**src/ldovbc_pkg.sv**
```systemverilog
// Package of offsets, field positions and reset values for the regulator control registers.
// Assumes byte-wide registers reached through an 8-bit register port of the serial engine.
package ldovbc_pkg;

	// Register offsets on the internal register port.
	localparam logic [7:0] LDO_FIRST_OFS = 8'h9a;
	localparam logic [7:0] LDO_SECOND_OFS = 8'h9b;
	localparam logic [7:0] BUCK_CTRL_OFS = 8'h9c;

	// Field positions inside the voltage-code registers.
	localparam int SLEEP_CODE_LSB = 4;
	localparam int NORMAL_CODE_LSB = 0;
	localparam int CODE_W = 4;

	// Field positions inside the buck control register.
	localparam int BUCK_RSVD_LSB = 6;
	localparam int BUCK_MODE_LSB = 3;
	localparam int BUCK_OFF_N_LSB = 0;
	localparam int BUCK_N = 3;

	// Factory reset values of the voltage-code registers, standard and zeroed variants.
	localparam logic [7:0] LDO_FIRST_RST_STD = 8'haa;
	localparam logic [7:0] LDO_SECOND_RST_STD = 8'hbb;
	localparam logic [7:0] LDO_RST_ZERO = 8'h00;

	// Factory reset values of the buck fields.
	localparam logic [2:0] BUCK_MODE_RST_STD = 3'h0;
	localparam logic [2:0] BUCK_MODE_RST_PWM3 = 3'h4;
	localparam logic [2:0] BUCK_OFF_N_RST = 3'h7;

	// Read value of an unmapped offset.
	localparam logic [7:0] UNMAPPED_RDATA = 8'h00;

endpackage : ldovbc_pkg

```
**src/ldovbc_regs.sv**
```systemverilog
// Regulator code and buck control register bank behind the serial engine's byte register port.
// Assumes the port is on sys_clk; sleep_state_n is an asynchronous pin.
`timescale 1ns/1ns

module ldovbc_regs #(
	// Factory variant whose voltage-code registers reset to zero.
	parameter bit LDO_ZERO_VARIANT = 1'b0,
	// Factory variant whose third buck resets into forced pulse-width mode.
	parameter bit BUCK3_PWM_VARIANT = 1'b0
) (
	// Clock and reset.
	input wire logic sys_clk,
	input wire logic sys_rst,
	// Register port from the serial engine.
	input wire logic [7:0] reg_addr,
	input wire logic reg_wr,
	input wire logic [7:0] reg_wdata,
	input wire logic reg_rd,
	output logic [7:0] reg_rdata,
	// Sleep-state pin, low means sleep.
	input wire logic sleep_state_n,
	// Applied voltage codes of the two linear regulators.
	output logic [3:0] linear_reg_first_code,
	output logic [3:0] linear_reg_second_code,
	// Buck enable requests from sequencing and from the force-on register.
	input wire logic [2:0] buck_seq_en,
	input wire logic [2:0] buck_force_on,
	// Buck operating controls, bit 0 is the first buck.
	output logic [2:0] buck_pwm_force,
	output logic [2:0] buck_run
);

	// Reset values chosen by the factory variant.
	localparam logic [7:0] FIRST_RST = LDO_ZERO_VARIANT ? ldovbc_pkg::LDO_RST_ZERO : ldovbc_pkg::LDO_FIRST_RST_STD;
	localparam logic [7:0] SECOND_RST = LDO_ZERO_VARIANT ? ldovbc_pkg::LDO_RST_ZERO : ldovbc_pkg::LDO_SECOND_RST_STD;
	localparam logic [2:0] MODE_RST = BUCK3_PWM_VARIANT ? ldovbc_pkg::BUCK_MODE_RST_PWM3
		: ldovbc_pkg::BUCK_MODE_RST_STD;

	// Two-stage synchroniser for the sleep pin; only the second stage is read by logic.
	logic sleep_meta_q;
	logic sleep_sync_q;
	// Stored voltage-code registers.
	logic [7:0] first_reg;
	logic [7:0] second_reg;
	// Buck fields.
	logic [2:0] mode_q;
	logic [2:0] mode_d;
	logic [2:0] off_n_q;
	logic [2:0] off_n_d;
	// Address decode.
	logic hit_first;
	logic hit_second;
	logic hit_buck;
	// Read data path.
	logic [7:0] buck_view;
	logic [7:0] rd_mux;
	logic [7:0] rdata_d;
	// Buck output next values.
	logic [2:0] run_d;

	// Decode each mapped offset; an unmapped write is dropped.
	assign hit_first = reg_addr == ldovbc_pkg::LDO_FIRST_OFS;
	assign hit_second = reg_addr == ldovbc_pkg::LDO_SECOND_OFS;
	assign hit_buck = reg_addr == ldovbc_pkg::BUCK_CTRL_OFS;

	// Buck register view; the two top bits are hard zero.
	assign buck_view = {2'h0, mode_q, off_n_q};
	assign mode_d = (reg_wr && hit_buck) ? reg_wdata[ldovbc_pkg::BUCK_MODE_LSB +: ldovbc_pkg::BUCK_N] : mode_q;
	assign off_n_d = (reg_wr && hit_buck) ? reg_wdata[ldovbc_pkg::BUCK_OFF_N_LSB +: ldovbc_pkg::BUCK_N] : off_n_q;

	// Read multiplexer; unmapped offsets answer with a fixed value.
	assign rd_mux = hit_first ? first_reg
		: hit_second ? second_reg
		: hit_buck ? buck_view
		: ldovbc_pkg::UNMAPPED_RDATA;
	assign rdata_d = reg_rd ? rd_mux : reg_rdata;

	// A cleared disable bit wins over both enable sources.
	assign run_d = off_n_q & (buck_seq_en | buck_force_on);

	// Sleep pin synchroniser.
	// The applied codes follow the pin three edges late; a pin pulse shorter than a cycle may be missed.
	// Both stages reset awake, so leaving reset never produces a false entry into sleep.
	always_ff @(posedge sys_clk)
	begin
		if (sys_rst)
		begin
			sleep_meta_q <= 1'b1;
			sleep_sync_q <= 1'b1;
		end
		else
		begin
			sleep_meta_q <= sleep_state_n;
			sleep_sync_q <= sleep_meta_q;
		end
	end

	// First regulator's register and code selection.
	ldovbc_code_sel #(
		.RST_VAL(FIRST_RST)
	) u_first (
		.sys_clk(sys_clk),
		.sys_rst(sys_rst),
		.wr_en(reg_wr && hit_first),
		.wdata(reg_wdata),
		.sleep_n(sleep_sync_q),
		.reg_q(first_reg),
		.code_q(linear_reg_first_code)
	);

	// Second regulator's register and code selection.
	ldovbc_code_sel #(
		.RST_VAL(SECOND_RST)
	) u_second (
		.sys_clk(sys_clk),
		.sys_rst(sys_rst),
		.wr_en(reg_wr && hit_second),
		.wdata(reg_wdata),
		.sleep_n(sleep_sync_q),
		.reg_q(second_reg),
		.code_q(linear_reg_second_code)
	);

	// Buck fields and buck outputs; outputs lag the fields by one cycle.
	always_ff @(posedge sys_clk)
	begin
		if (sys_rst)
		begin
			mode_q <= MODE_RST;
			off_n_q <= ldovbc_pkg::BUCK_OFF_N_RST;
			buck_pwm_force <= 3'h0;
			buck_run <= 3'h0;
		end
		else
		begin
			mode_q <= mode_d;
			off_n_q <= off_n_d;
			buck_pwm_force <= mode_q;
			buck_run <= run_d;
		end
	end

	// Read data is captured on a read and then held until the next read.
	always_ff @(posedge sys_clk)
	begin
		if (sys_rst)
		begin
			reg_rdata <= 8'h00;
		end
		else
		begin
			reg_rdata <= rdata_d;
		end
	end

	// Sleep code of the first regulator is applied while asleep.
	first_sleep_a: assert property (@(posedge sys_clk) disable iff (sys_rst)
		!sleep_sync_q |=> linear_reg_first_code == $past(first_reg[7:4]))
		else $error("First regulator not on its sleep code.");

	// Sleep code of the second regulator is applied while asleep.
	second_sleep_a: assert property (@(posedge sys_clk) disable iff (sys_rst)
		!sleep_sync_q |=> linear_reg_second_code == $past(second_reg[7:4]))
		else $error("Second regulator not on its sleep code.");

	// Normal code of the first regulator is applied while awake.
	first_wake_a: assert property (@(posedge sys_clk) disable iff (sys_rst)
		sleep_sync_q |=> linear_reg_first_code == $past(first_reg[3:0]))
		else $error("First regulator not on its normal code.");

	// Normal code of the second regulator is applied while awake.
	second_wake_a: assert property (@(posedge sys_clk) disable iff (sys_rst)
		sleep_sync_q |=> linear_reg_second_code == $past(second_reg[3:0]))
		else $error("Second regulator not on its normal code.");

	// Pin low for four edges puts the sleep code out, with no write needed.
	pin_to_code_a: assert property (@(posedge sys_clk) disable iff (sys_rst)
		(!sleep_state_n && !reg_wr) [*4] |-> linear_reg_first_code == first_reg[7:4])
		else $error("Sleep pin did not reach the applied code in four cycles.");

	// First register reads back what was written, both fields.
	first_readback_a: assert property (@(posedge sys_clk) disable iff (sys_rst)
		reg_wr && hit_first ##1 reg_rd && hit_first && !reg_wr |=> reg_rdata == $past(reg_wdata, 2))
		else $error("First register read back wrong.");

	// Reserved buck bits always read zero.
	buck_rsvd_a: assert property (@(posedge sys_clk) disable iff (sys_rst)
		reg_rd && hit_buck |=> reg_rdata[7:6] == 2'h0)
		else $error("Reserved buck bits not zero.");

	// A buck register write lands in the mode and disable fields, never in the reserved bits.
	buck_write_a: assert property (@(posedge sys_clk) disable iff (sys_rst)
		reg_wr && hit_buck |=> buck_view == {2'h0, $past(reg_wdata[5:0])})
		else $error("Buck register write did not land.");

	// Disable bits come out of reset set.
	buck_reset_a: assert property (@(posedge sys_clk)
		$past(sys_rst) && !sys_rst |-> off_n_q == ldovbc_pkg::BUCK_OFF_N_RST)
		else $error("Disable bits not set after reset.");

	// Mode bits reach the forced-modulation outputs one cycle later.
	pwm_follow_a: assert property (@(posedge sys_clk) disable iff (sys_rst)
		!$past(sys_rst) |-> buck_pwm_force == $past(mode_q))
		else $error("Forced modulation output does not follow the mode bits.");

	// A cleared disable bit keeps the buck off even with force-on set.
	buck_off_a: assert property (@(posedge sys_clk) disable iff (sys_rst)
		!off_n_q[0] && buck_force_on[0] |=> !buck_run[0])
		else $error("Buck ran while its disable bit was clear.");

	// No buck runs in the cycle after its disable bit was clear, whatever the enables.
	disable_wins_a: assert property (@(posedge sys_clk) disable iff (sys_rst)
		!$past(sys_rst) |-> (buck_run & ~$past(off_n_q)) == 3'h0)
		else $error("A disabled buck was running.");

endmodule : ldovbc_regs

```
**src/ldovbc_code_sel.sv**
```systemverilog
// One linear regulator's code register holding a sleep and a normal voltage code.
// Assumes the sleep-state level arriving here is already synchronised to sys_clk.
`timescale 1ns/1ns

module ldovbc_code_sel #(
	parameter logic [7:0] RST_VAL = 8'h00
) (
	// Clock and reset.
	input wire logic sys_clk,
	input wire logic sys_rst,
	// Register write side.
	input wire logic wr_en,
	input wire logic [7:0] wdata,
	// Synchronised sleep-state level, low means sleep.
	input wire logic sleep_n,
	// Stored register and the code applied to the regulator.
	output logic [7:0] reg_q,
	output logic [3:0] code_q
);

	// Stored value only changes on a write; the pin never touches it.
	logic [7:0] reg_d;
	// Applied code picked by the sleep level.
	logic [3:0] code_d;

	assign reg_d = wr_en ? wdata : reg_q;
	assign code_d = sleep_n ? reg_q[ldovbc_pkg::NORMAL_CODE_LSB +: ldovbc_pkg::CODE_W]
		: reg_q[ldovbc_pkg::SLEEP_CODE_LSB +: ldovbc_pkg::CODE_W];

	// Register and applied code; the applied code lags the register by one cycle.
	always_ff @(posedge sys_clk)
	begin
		if (sys_rst)
		begin
			reg_q <= RST_VAL;
			code_q <= 4'h0;
		end
		else
		begin
			reg_q <= reg_d;
			code_q <= code_d;
		end
	end

	// A written byte is stored whole, both code fields at once.
	field_store_a: assert property (@(posedge sys_clk) disable iff (sys_rst)
		wr_en |=> reg_q == $past(wdata))
		else $error("Written byte was not stored.");

	// Without a write the stored value holds, whatever the sleep level does.
	field_hold_a: assert property (@(posedge sys_clk) disable iff (sys_rst)
		!wr_en && !$past(sys_rst) |=> $stable(reg_q))
		else $error("Stored codes changed without a write.");

	// Normal code is applied while awake.
	normal_pick_a: assert property (@(posedge sys_clk) disable iff (sys_rst)
		sleep_n |=> code_q == $past(reg_q[3:0]))
		else $error("Normal code not applied while awake.");

endmodule : ldovbc_code_sel

```
**config.mk**
```make
export PLATFORM = sky130hd
export DESIGN_NAME = ldovbc_regs
export DESIGN_NICKNAME = d
export VERILOG_FILES = /design/src/ldovbc_pkg.sv /design/src/ldovbc_regs.sv /design/src/ldovbc_code_sel.sv
export SDC_FILE = /design/constraint.sdc
export NUM_CORES = 1
export LEC_CHECK = 0
export BUFFER_PORTS_ARGS = -buffer_cell sky130_fd_sc_hd__buf_2
export CORE_UTILIZATION = 51
export CTS_CLUSTER_SIZE = 10
export DETAILED_ROUTE_END_ITERATION = 10
export PLACE_DENSITY_LB_ADDON = 0.25
export SLEW_MARGIN = 20
export SYNTH_ARGS = -nofsm -noshare
export SYNTH_HDL_FRONTEND = slang
export SYNTH_SLANG_ARGS = --single-unit
```
**constraint.sdc**
```tcl
create_clock -name sys_clk -period 1.26 [get_ports sys_clk]
set_input_delay 0.126 -clock sys_clk [delete_from_list [all_inputs] [get_ports sys_clk]]
set_output_delay 0.126 -clock sys_clk [all_outputs]
set_load 0.005 [all_outputs]
```
==> summary.md, run 1 <==
| Metric | Value |
|---|---|
| Yosys Warn Count | `0` |
| CORE AREA | `about 3400 sq um` |
| CTS tree | `done` |
| Diodes inserted | `0` |
| Synthesized Nets | `210` |
| Cell Pwr Density | `1110 nW/um^2` |
| Status | `finished, final reports clean` |
| Vias in the first global route | `1391` |
| Global routing usage on met3 | `4.56%` |
| Starting Density | `approximately 55%` |
| Crit-path cells | `mux2_2 -> a22oi_1 -> o32ai_1` |
| Initial antenna violation count | `0` |
| Gr usage total | `~21%` |
| Clock Path Buffers | `2` |
| Fin nets | `between 200 and 300` |
| Worst-path maximum fanout | `3` |
| Slowest stage cell, crit path | `dfxtp_1` |
| Worst-Margin Slew | `approximately 0.29 ns` |
| Mapped cell area | `1900 sq um` |
| DR vias/cell | `slightly above 5` |
| Hold WC Path Type | `in -> reg` |
| Synth cell types | `28` |
| Top cell type by total area after synthesis | `dfxtp_1` |
| # rows | `21` |
| Port Buffers | `48` |
| Chip Width | `approximately 63 um` |
| Clock Latency Late Sink | `roughly 0.3 ns` |
| Final worst path period share | `slightly below 80%` |
| Worst vdd ir | `around 0.00083 V` |
| DRT iter0 DRCs | `between 80 and 90` |
| Dpl cells | `around 280` |
| Drt pass-1 iters | `4` |
| DIE AREA | `a little under 4000 sq um` |
| Share of post-route cells with drive strength above 1 | `~34%` |
| MaxCap Viol Count | `0` |
| Max frequency | `1010 MHz` |
| Worst-path clk slew | `about 0.07 ns` |
| Rel. slew slack | `around four fifths` |
| Area Overhead vs Synth | `22.0%` |
| Startpoint types | `flip-flop` |
| Busiest grt layer | `met2` |
| Final hold viol count | `0` |
| Number of setup violations in the final report | `0` |
| Crit path time final | `approximately 1 ns` |
| Via Count | `about 1.4k` |
| Sequential-to-total area share from yosys stat | `around 49%` |
| Largest stage delay, worst path | `~0.33 ns` |
| Top Ports | `49` |
| Register bit count reported by yosys | `46` |
| Mapped Avg Cell Area | `around 10 sq um` |
| Most common cell in the synthesized netlist | `dfxtp_1` |
| Clk sinks | `46` |
| Slew Limit Fails | `0` |
| Total grt overflow | `0` |
| Final std cells w/o fill | `around 280` |
| Largest net degree at the start of global routing | `39` |
| RSZ-0062 raised after global routing | `false` |
| Top cells by count, synth | `dfxtp_1, nor2_1, mux2i_1` |
| Top cells by area, synth | `dfxtp_1, mux2i_1, nor2_1, mux2_2, nand2b_1` |
| Htree depth | `2` |
| Design Power | `roughly 2.6 mW` |
| Syn Inst Count | `183` |
| Post-route DRC | `0` |
| M2 GR Usage | `34.9%` |
| GP Congestion | `between 0.7 and 0.8` |
| Met1 Use GR | `between 20% and 30%` |
| Root Driver | `clkbuf_8` |
| Async set or reset register ratio after synthesis | `0%` |
| DP HPWL | `2840 um` |
| Data required, critical path | `roughly 1.4 ns` |
| Wire per inst | `between 10 and 15 um` |
| Die height | `roughly 63 um` |
| CTS Buf Count | `5` |
| Ys flop type | `dfxtp_1` |
| Final Routed Wirelength | `roughly 3800 um` |
| Post-synth top area share | `approximately half` |
| Hold_buf cts | `0` |
| Resized cells post-CTS | `0` |
| Post-CTS setup buffers | `0` |
| Number of synthesized flops with an enable pin | `0` |
| First-pass GRT wire length | `between 6000 and 7000 um` |
| Final Skew | `roughly 0.0086 ns` |
| Worst setup EP type | `flip-flop` |
| Setup CP Type | `reg -> reg` |
| Post-route ant nets | `0` |
| P_leak | `around 1.1 nW` |
| Critical Path AT | `about 1.2 ns` |
-- power by group --
part	switching [mW]	internal [mW]	total, mW
Clock	0.454	0.423	0.877
Combinational	0.101	0.104	0.204
Sequential	0.00491	1.47	1.48
Total	0.559	2.00	2.56
-- cell usage in the layout, fill, tap and decap left out, types with 2 or more instances in the layout --
master    synthesis  layout
buf_2             3      48
dfxtp_1          46      46
nor2_1           31      31
mux2i_1          28      28
nand2b_1         13      13
mux2_2           10      10
inv_1             7       7
buf_4             1       7
a22oi_1           6       6
o32ai_1           6       6
clkbuf_8          0       6
nor2b_1           5       5
nor3b_1           3       3
nand4_1           2       2
a21oi_1           2       2
or2_2             2       2
buf_12            0       2
-- critical path: cells and delay by family, from the launching register on --
family             cells  cell delay (ns)
AOI/OAI and AO/OA      2             0.27
DFF                    1             0.33
muxes                  1             0.27
-- flip-flops by register name (all words and copies together), names as in the netlist, 3 cells and up --
signal / cells
reg_rdata: 8
u_first.reg_q: 8
u_second.reg_q: 8
u_first.code_q: 4
u_second.code_q: 4
buck_pwm_force: 3
buck_run: 3
mode_q: 3
off_n_q: 3
-- stage by stage --
stage | hold WS, ns | util, % | setup slack [ns] | instance area (sq um) | TNS [ns]
2_1_floorplan | 0.207 | - | 0.166 | 1900 | 0
3_3_place_gp | 0.318 | 64.8 | 0.0365 | 2230 | 0
3_5_place_dp | 0.314 | 64.8 | -0.000846 | 2230 | -0.000846
4_1_cts | 0.00803 | 67.2 | 0.247 | 2310 | 0
5_1_grt | 0.0177 | 67.2 | 0.179 | 2310 | 0
6_report | 0.00983 | 67.2 | 0.270 | 2310 | 0
-- layout make-up --
| type | instances | area [sq um] |
|---|---|---|
| Inverter | 7 | 26.3 |
| Fill cell | 293 | 1130 |
| Tap cell | 46 | 57.6 |
| Timing Repair Buffer | 57 | 333 |
| Sequential cell | 46 | 921 |
| Clock buffer | 6 | 82.6 |
| Multi-Input combinational cell | 119 | 892 |
-- layer usage --
| metal | routed length [um] | up-vias |
|---|---|---|
| met3 | 157 | 9 |
| met4 | 83 | 0 |
| met2 | 1830 | 37 |
| met5 | 0 | - |
| met1 | 1710 | 665 |
| li1 | - | 732 |
-- logic make-up after synthesis --
| group | after synthesis | synth area share (%) |
|---|---|---|
| buffers and inverters | 18 | 4.36 |
| DFF | 46 | 48.6 |
| and+or+nand+nor | 67 | 20.7 |
| AOI/OAI and AO/OA | 14 | 5.68 |
| muxes | 38 | 20.7 |
-- final timing paths --
kind	depth (start not counted)	endpoint	slack (ns)	from
worst max register to register	3	reg_rdata[5]	0.27	u_second.reg_q[5]
worst min-delay path	2	sleep_meta_q	0.01	sleep_state_n
worst min register to register	1	sleep_sync_q	0.41	sleep_meta_q
worst max-delay path	3	reg_rdata[5]	0.27	u_second.reg_q[5]
Power figures use the tool's default switching activity.
==> run 2, diff against run 1 <==
--- a/config.mk
+++ b/config.mk
@@ -6,7 +6,7 @@
 export NUM_CORES = 1
 export LEC_CHECK = 0
 export BUFFER_PORTS_ARGS = -buffer_cell sky130_fd_sc_hd__buf_2
-export CORE_UTILIZATION = 51
+export CORE_UTILIZATION = 47
 export CTS_CLUSTER_SIZE = 10
 export DETAILED_ROUTE_END_ITERATION = 10
 export PLACE_DENSITY_LB_ADDON = 0.25
==> constraint.sdc (replaced) <==
create_clock -name sys_clk -period 0.9 [get_ports sys_clk]
set_input_delay 0.09 -clock sys_clk [delete_from_list [all_inputs] [get_ports sys_clk]]
set_output_delay 0.09 -clock sys_clk [all_outputs]
set_load 0.005 [all_outputs]
==> run 2 against run 1 <==
The run now ends with negative setup slack left. Combinational power increased by 68%. Die area increased by 8.2%. Clock power increased by 65%. Maximum frequency increased by 3.3%. Highest routed layer unchanged.
==> summary.md, run 2 (synthesis results as in run 1) <==
| Metric | Value |
|---|---|
| Final worst path period share | `106% (was 78.6%)` |
| Setup CP Type | `reg -> reg (unchanged)` |
| CTS tree | `done (unchanged)` |
| DIE AREA | `4290 sq um (was 3960 sq um)` |
| Max frequency | `1040 MHz (was 1010 MHz)` |
| Worst-path maximum fanout | `2 (was 3)` |
| Htree depth | `2 (unchanged)` |
| Place WS | `-0.363 ns (was -0.000846 ns)` |
| Diodes inserted | `0 (unchanged)` |
| Initial antenna violation count | `0 (unchanged)` |
| RSZ-0062 raised after global routing | `true (was false)` |
| Failing checks | `negative setup slack` |
| Worst-path clk slew | `0.08 ns (was 0.07 ns)` |
| Largest net degree at the start of global routing | `19 (was 39)` |
| Gr usage total | `21.5% (was 20.5%)` |
| Worst vdd ir | `0.00107 V (was 0.000829 V)` |
| Clk sinks | `46 (unchanged)` |
| Top Ports | `49 (unchanged)` |
| MaxCap Viol Count | `0 (unchanged)` |
| Worst-Margin Slew | `0.447 ns (was 0.294 ns)` |
| Status | `finished, violations left (was finished, final reports clean)` |
| Chip Width | `65.5 um (was 63.0 um)` |
| Final Skew | `0.00297 ns (was 0.00860 ns)` |
| Slowest stage cell, crit path | `dfxtp_2 (was dfxtp_1)` |
| Number of setup violations in the final report | `7 (was 0)` |
| Largest stage delay, worst path | `0.33 ns (about the same)` |
| Crit path time final | `0.958 ns (was 0.990 ns)` |
| Port Buffers | `48 (unchanged)` |
| First-pass GRT wire length | `6870 um (was 6230 um)` |
| Total number of cells along the worst setup path | `3 (unchanged)` |
| Filler cell count | `303 (was 293)` |
| Vias in the first global route | `1524 (was 1391)` |
| Worst Setup EP | `reg_rdata[4] (was reg_rdata[5])` |
| Share of post-route cells with drive strength above 1 | `48.5% (was 34.5%)` |
| Die height | `65.5 um (was 63.0 um)` |
| Area Overhead vs Synth | `39.6% (was 22.0%)` |
| Largest registers | `reg_rdata (8), u_first.reg_q (8), u_second.reg_q (8) (unchanged)` |
| Wire per inst | `13.6 um (was 13.4 um)` |
| Reg-to-reg startpoint | `u_first.reg_q[4] (was u_second.reg_q[5])` |
| Clock Path Buffers | `2 (unchanged)` |
| Final hold viol count | `0 (unchanged)` |
| Reg2reg end | `reg_rdata[4] (was reg_rdata[5])` |
| Root Driver | `clkbuf_8 (unchanged)` |
| DRT iter0 DRCs | `83 (was 85)` |
| Data required, critical path | `1.07 ns (was 1.43 ns)` |
| Post-route DRC | `0 (unchanged)` |
| Worst Slack Setup Final | `-0.0584 ns (was 0.270 ns)` |
| P_leak | `1.24 nW (was 1.07 nW)` |
| Fin nets | `290 (was 263)` |
| Most frequent cells in the layout | `buf_2, dfxtp_1, buf_4 (was buf_2, dfxtp_1, nor2_1)` |
| Via Count | `1568 (was 1443)` |
| Final Routed Wirelength | `4250 um (was 3770 um)` |
| Buf/Inv on CP | `0 (unchanged)` |
| Commonest non-fill, non-tap cell in the layout | `buf_2 (unchanged)` |
| Worst R2R Setup Slack | `-0.06 ns (was 0.27 ns)` |
| Dpl cells | `300 (was 275)` |
| DP HPWL | `3020 um (was 2840 um)` |
| # rows | `22 (was 21)` |
| Clock Latency Late Sink | `0.29 ns (was 0.30 ns)` |
| CTS Buf Count | `5 (unchanged)` |
| Crit-path cells | `mux2_4 -> a22oi_2 -> o32ai_1 (was mux2_2 -> a22oi_1 -> o32ai_1)` |
| CP top delay family | `flip-flops (unchanged)` |
| Starting Density | `50.3% (was 55.1%)` |
| Critical Path AT | `1.13 ns (was 1.16 ns)` |
| Worst R2R Path Depth | `3 (unchanged)` |
| Post-route core utilization | `70.2% (was 67.2%)` |
| Total negative slack | `-0.192 ns (was 0 ns)` |
| Rel. slew slack | `70.0% (was 80.3%)` |
| Hold path depth | `3 (was 2)` |
| Startpoint types | `flip-flop (unchanged)` |
| Hold WC Path Type | `in -> reg (unchanged)` |
| Crit path from | `u_first.reg_q[4] (was u_second.reg_q[5])` |
| Slew Limit Fails | `0 (unchanged)` |
| Post-route ant nets | `0 (unchanged)` |
| Cell Pwr Density | `1460 nW/um^2 (was 1110 nW/um^2)` |
| DR vias/cell | `5.03 (was 5.14)` |
| GP Congestion | `0.784 (was 0.769)` |
| Worst setup EP type | `flip-flop (unchanged)` |
| Final std cells w/o fill | `312 (was 281)` |
| Total grt overflow | `0 (unchanged)` |
| Drt pass-1 iters | `4 (unchanged)` |
| CORE AREA | `3770 sq um (was 3440 sq um)` |
## run 2: cell types whose count changed in the layout (fill, tap and decap cells not counted), moves of 2 or more
cell and change:
a22oi_1 -6, a22oi_2 +6, buf_2 -2, buf_4 +25, buf_6 +2, clkbuf_8 +2, dfxtp_1 -10, dfxtp_2 +10
mux2_2 -6, mux2_4 +6
## run 2: repair_timing
action / CTS / global route
pin swaps: 10 / 4
cloned: 0 / 0
hold endpoints to repair: 1 / 0
hold buffers: 1 / 0
gates resized for setup: 21 / 5
setup buffers: 2 / 1
endpoints found under the setup margin: 16 / 14
## run 2: how the worst min path moves through the flow
| stage | start | end | slack (ns) |
|---|---|---|---|
| 2_1_floorplan | sys_rst | buck_pwm_force[2] | 0.17 |
| 3_3_place_gp | sleep_state_n | sleep_meta_q | 0.27 |
| 3_5_place_dp | sleep_state_n | sleep_meta_q | 0.28 |
| 4_1_cts | buck_seq_en[0] | buck_run[0] | 0.06 |
| 5_1_grt | buck_seq_en[0] | buck_run[0] | 0.07 |
| 6_report | buck_seq_en[0] | buck_run[0] | 0.06 |
## run 2: metrics by stage
stage                     power [mW]  hold slack, ns  cell area, sq um
after detailed placement        2.43           0.277              2420
final                           3.87          0.0634              2650
after global placement          2.42           0.273              2420
after CTS                       3.87          0.0576              2620
after floorplan                 2.27           0.173              1910
after global routing            4.03          0.0746              2650
## run 2: worst min-delay path: stages
cell	delay, ns
buf_2	0.09
nor2_1	0.08
nor3b_1	0.05
## run 2: metal layers
| metal | up-vias | wire [um] | part of all wire [%] | GRT usage (%) |
|---|---|---|---|---|
| met5 | - | 0 | 0 | 0 |
| met4 | 0 | 52 | 1.2 | 7.07 |
| met3 | 6 | 159 | 3.7 | 5.03 |
| met2 | 41 | 2080 | 49 | 37.6 |
| met1 | 731 | 1950 | 46 | 25.7 |
| li1 | 790 | - | - | - |
## run 2: report_power, final
group / internal [mW] / total (mW) / switching [mW]
clock: 0.776 / 1.45 / 0.678
sequential: 2.06 / 2.07 / 0.00729
combinational: 0.185 / 0.343 / 0.159
total: 3.02 / 3.87 / 0.844
## run 2: cell type report
cell class / instances / area (sq um) / area share, %
tap: 48 / 60.1 / 2.27
inverter: 7 / 26.3 / 0.993
timing repair buffer: 84 / 563 / 21.3
clock buffer: 8 / 110 / 4.16
sequential: 46 / 933 / 35.3
multi-input combinational: 119 / 953 / 36.0
==> run 3, diff against run 2 <==
--- a/config.mk
+++ b/config.mk
@@ -6,11 +6,12 @@
 export NUM_CORES = 1
 export LEC_CHECK = 0
 export BUFFER_PORTS_ARGS = -buffer_cell sky130_fd_sc_hd__buf_2
-export CORE_UTILIZATION = 47
+export CORE_UTILIZATION = 51
 export CTS_CLUSTER_SIZE = 10
 export DETAILED_ROUTE_END_ITERATION = 10
 export PLACE_DENSITY_LB_ADDON = 0.25
 export SLEW_MARGIN = 20
 export SYNTH_ARGS = -nofsm -noshare
 export SYNTH_HDL_FRONTEND = slang
+export SYNTH_HIERARCHICAL = 1
 export SYNTH_SLANG_ARGS = --single-unit
==> constraint.sdc (replaced) <==
create_clock -name sys_clk -period 1 [get_ports sys_clk]
set_input_delay 0.1 -clock sys_clk [delete_from_list [all_inputs] [get_ports sys_clk]]
set_output_delay 0.1 -clock sys_clk [all_outputs]
set_load 0.005 [all_outputs]
==> run 3 against run 2 <==
Power decreased by 19%. Register-to-register slack improved by 0.09 ns. Area after synthesis is 1.7% lower. Hold slack lost 0.026 ns. The flow still finishes with violations (negative setup slack). Cell count fell by 5.4%. First-iteration DRC count is 1.2% higher. Utilization rose by 5.0 points. Setup slack worse by 0.014 ns. Sequential power decreased by 10%. Combinational power shrank 3%. Global-route usage rose by 2.0 points. Critical path type is now in -> reg. Critical path depth grew 4.
==> summary.md, run 3 <==
| Metric | Value |
|---|---|
| Status | `finished, violations left (unchanged)` |
| Syn Inst Count | `172 (was 183)` |
| Net Sw Frac | `23.8% (was 21.8%)` |
| Async set or reset register ratio after synthesis | `0% (unchanged)` |
| Vias in the first global route | `1556 (was 1524)` |
| Max frequency | `between 900 and 1000 MHz` |
| Cell Pwr Density | `1220 nW/um^2 (was 1460 nW/um^2)` |
| Routed length on met1 | `1800 um (was 1950 um)` |
| Worst Slack Setup Final | `-0.0727 ns (was -0.0584 ns)` |
| Area Overhead vs Synth | `37.8% (was 39.6%)` |
| Crit path time final | `between 1 and 1.5 ns` |
| Via Count | `1569 (was 1568)` |
| Worst setup EP type | `flip-flop (unchanged)` |
| Hold WC Path Type | `in -> reg (unchanged)` |
| CTS tree | `done (unchanged)` |
| Slew Limit Fails | `0 (unchanged)` |
| Worst-path clk slew | `0.13 ns (was 0.08 ns)` |
| Ys flop type | `dfxtp_1 (unchanged)` |
| Int Power | `2.40 mW (was 3.02 mW)` |
| Wire per inst | `15.3 um (was 13.6 um)` |
| Startpoint types | `input pin (was flip-flop)` |
| Starting Density | `54.6% (was 50.3%)` |
| Setup CP Type | `in -> reg (was reg -> reg)` |
| DR vias/cell | `5.32 (was 5.03)` |
| CORE AREA | `3420 sq um (was 3770 sq um)` |
| Top Layer Used | `met4 (unchanged)` |
| Filler cell count | `243 (was 303)` |
| Mapped cell area | `1860 sq um (was 1900 sq um)` |
| DP HPWL | `3020 um (about the same)` |
| Top cells by area, synth | `dfxtp_1, mux2i_1, nor2b_1, nor2_1, o32ai_1 (was dfxtp_1, mux2i_1, nor2_1, mux2_2, nand2b_1)` |
| Synth cell types | `28 (unchanged)` |
| Register area | `931 sq um (was 933 sq um)` |
| Sw Pwr | `747 uW (was 844 uW)` |
| Metal2 WL | `2260 um (was 2080 um)` |
| Root Driver | `clkbuf_4 (was clkbuf_8)` |
| Clk sinks | `46 (unchanged)` |
| Largest stage delay, worst path | `0.35 ns (was 0.33 ns)` |
| Total negative slack | `-0.453 ns (was -0.192 ns)` |
| Share of post-route cells with drive strength above 1 | `46.6% (was 48.5%)` |
| Critical Path AT | `1.34 ns (was 1.13 ns)` |
| Most common cell in the synthesized netlist | `dfxtp_1 (unchanged)` |
| Clock Path Buffers | `2 (unchanged)` |
| Place WS | `-0.435 ns (was -0.363 ns)` |
| Data required, critical path | `1.27 ns (was 1.07 ns)` |
| Number of synthesized flops with an enable pin | `0 (unchanged)` |
| P_leak | `1.11 nW (was 1.24 nW)` |
| Most frequent cells in the layout | `buf_2, dfxtp_1, nor2_1 (was buf_2, dfxtp_1, buf_4)` |
| Fin nets | `275 (was 290)` |
| Crit-path cells | `buf_6 -> and4b_4 -> nand3_4 -> nor3b_4 -> buf_12 -> nor2b_1 -> a211o_1 (was mux2_4 -> a22oi_2 -> o32ai_1)` |
| Worst-path maximum fanout | `10 (was 2)` |
| Number of setup violations in the final report | `11 (was 7)` |
| Post-synth top area share | `49.4% (was 48.6%)` |
| CP top delay family | `simple AND/OR/NAND/NOR gates (was flip-flops)` |
| Initial antenna violation count | `0 (unchanged)` |
| Mapped Avg Cell Area | `10.8 sq um (was 10.4 sq um)` |
| Clock Latency Late Sink | `0.36 ns (was 0.29 ns)` |
| GP Congestion | `0.825 (was 0.784)` |
| CTS Buf Count | `5 (unchanged)` |
| Seq pwr share | `59.3% (was 53.5%)` |
| # rows | `21 (was 22)` |
| Yosys Warn Count | `6 (was 0)` |
| MaxCap Viol Count | `0 (unchanged)` |
| Top cells by count, synth | `dfxtp_1, nor2_1, mux2i_1 (unchanged)` |
| Area occupied by multi-input gates | `907 sq um (was 953 sq um)` |
| DRT iter0 DRCs | `84 (was 83)` |
| Commonest non-fill, non-tap cell in the layout | `buf_2 (unchanged)` |
| Buf/Inv on CP | `2 (was 0)` |
| Largest net degree at the start of global routing | `35 (was 19)` |
| DIE AREA | `3900 sq um (was 4290 sq um)` |
| Chip Width | `62.5 um (was 65.5 um)` |
| Port Buffers | `48 (unchanged)` |
| RSZ-0062 raised after global routing | `true (unchanged)` |
| Post-route DRC | `0 (unchanged)` |
| Post-route ant nets | `0 (unchanged)` |
| Failing checks | `negative setup slack (unchanged)` |
| Synthesized Nets | `199 (was 210)` |
| First-pass GRT wire length | `7030 um (was 6870 um)` |
| Gr usage total | `23.5% (was 21.5%)` |
| Slowest stage cell, crit path | `and4b_4 (was dfxtp_2)` |
| Final Skew | `0.00351 ns (was 0.00297 ns)` |
| Drt pass-1 iters | `5 (was 4)` |
| Top Ports | `49 (unchanged)` |
| Total grt overflow | `0 (unchanged)` |
| Final hold viol count | `0 (unchanged)` |
| Worst vdd ir | `0.000971 V (was 0.00107 V)` |
| Final worst path period share | `107%` |
| Largest registers | `reg_rdata (8), u_first/reg_q (8), u_second/reg_q (8) (was reg_rdata (8), u_first.reg_q (8), u_second.reg_q (8))` |
| Rel. slew slack | `76.1% (was 70.0%)` |
| Sequential-to-total area share from yosys stat | `49.4% (was 48.6%)` |
| Top cell type by total area after synthesis | `dfxtp_1 (unchanged)` |
| Clock power frac | `30.1% (was 37.6%)` |
| Combinational power share | `10.5% (was 8.9%)` |
| Diodes inserted | `0 (unchanged)` |
| Register bit count reported by yosys | `46 (unchanged)` |
| Die height | `62.5 um (was 65.5 um)` |
| Worst-Margin Slew | `0.357 ns (was 0.447 ns)` |
| Final Routed Wirelength | `4510 um (was 4250 um)` |
| Htree depth | `2 (unchanged)` |
| Routed wl met3 | `281 um (was 159 um)` |
-- run 3: metrics by stage --
stage	hold slack, ns	instance area, sq um	total power, mW	utilization, %	instances
3_3_place_gp	0.291	2300	2.16	67.4	272
6_report	0.0375	2570	3.14	75.2	295
4_1_cts	0.0314	2530	3.15	74.1	295
2_1_floorplan	0.183	1890	2.03	-	172
5_1_grt	0.0260	2570	3.29	75.2	295
3_5_place_dp	0.296	2300	2.17	67.4	272
-- run 3: area by class of cell --
type	instances	share of cell area, %
clock inverter	1	0.341
clock buffer	7	2.14
sequential	46	36.2
inverter	8	1.17
multi-input combinational	106	35.3
tap	46	2.24
timing repair buffer	81	22.6
-- run 3: power groups by stage --
| stage | Combinational, mW | Sequential (mW) | Clock, mW |
|---|---|---|---|
| final | 0.331 | 1.86 | 0.947 |
| after global routing | 0.353 | 1.87 | 1.07 |
| after CTS | 0.316 | 1.86 | 0.966 |
| after detailed placement | 0.269 | 1.91 | 0 |
| after global placement | 0.260 | 1.90 | 0 |
| after floorplan | 0.120 | 1.91 | 0 |
-- run 3: timing repair --
action	4_1_cts	5_1_grt
gates resized for setup	4	15
endpoints found under the setup margin	9	18
hold buffers	14	0
buffers inserted	1	1
hold endpoints to repair	15	0
pin swaps	0	2
-- run 3: worst min-delay path, delay by kind of cell --
kind                   cells  cell delay (ns)
buffers and inverters      1             0.11
AND/OR/NAND/NOR            1             0.08
multiplexers               1             0.07
-- run 3: path summary, 6_finish.rpt --
path | from | to | slack, ns | cells after the start
max | reg_addr[6] | u_first/reg_q[7] | -0.07 | 7
min | reg_wdata[2] | u_first/reg_q[2] | 0.04 | 3
min reg2reg | sleep_meta_q | sleep_sync_q | 0.43 | 1
max reg2reg | u_second/reg_q[1] | reg_rdata[1] | 0.03 | 3
-- run 3: per-layer routing --
| layer | vias to the layer above | GRT usage (%) |
|---|---|---|
| met5 | - | 0 |
| met4 | 0 | 12.8 |
| met3 | 16 | 6.93 |
| met2 | 57 | 40.8 |
| met1 | 744 | 25.6 |
| li1 | 752 | - |
-- run 3: kinds of logic (layout without fill, tap and decap cells) --
family                 after synthesis  count (layout)  share of synthesized area [%]
AO/OA/AOI/OAI                       27              27                           12.8
flip-flops                          46              46                           49.4
multiplexers                        28              28                           16.2
AND/OR/NAND/NOR                     51              51                           15.5
buffers and inverters               20              97                           6.04
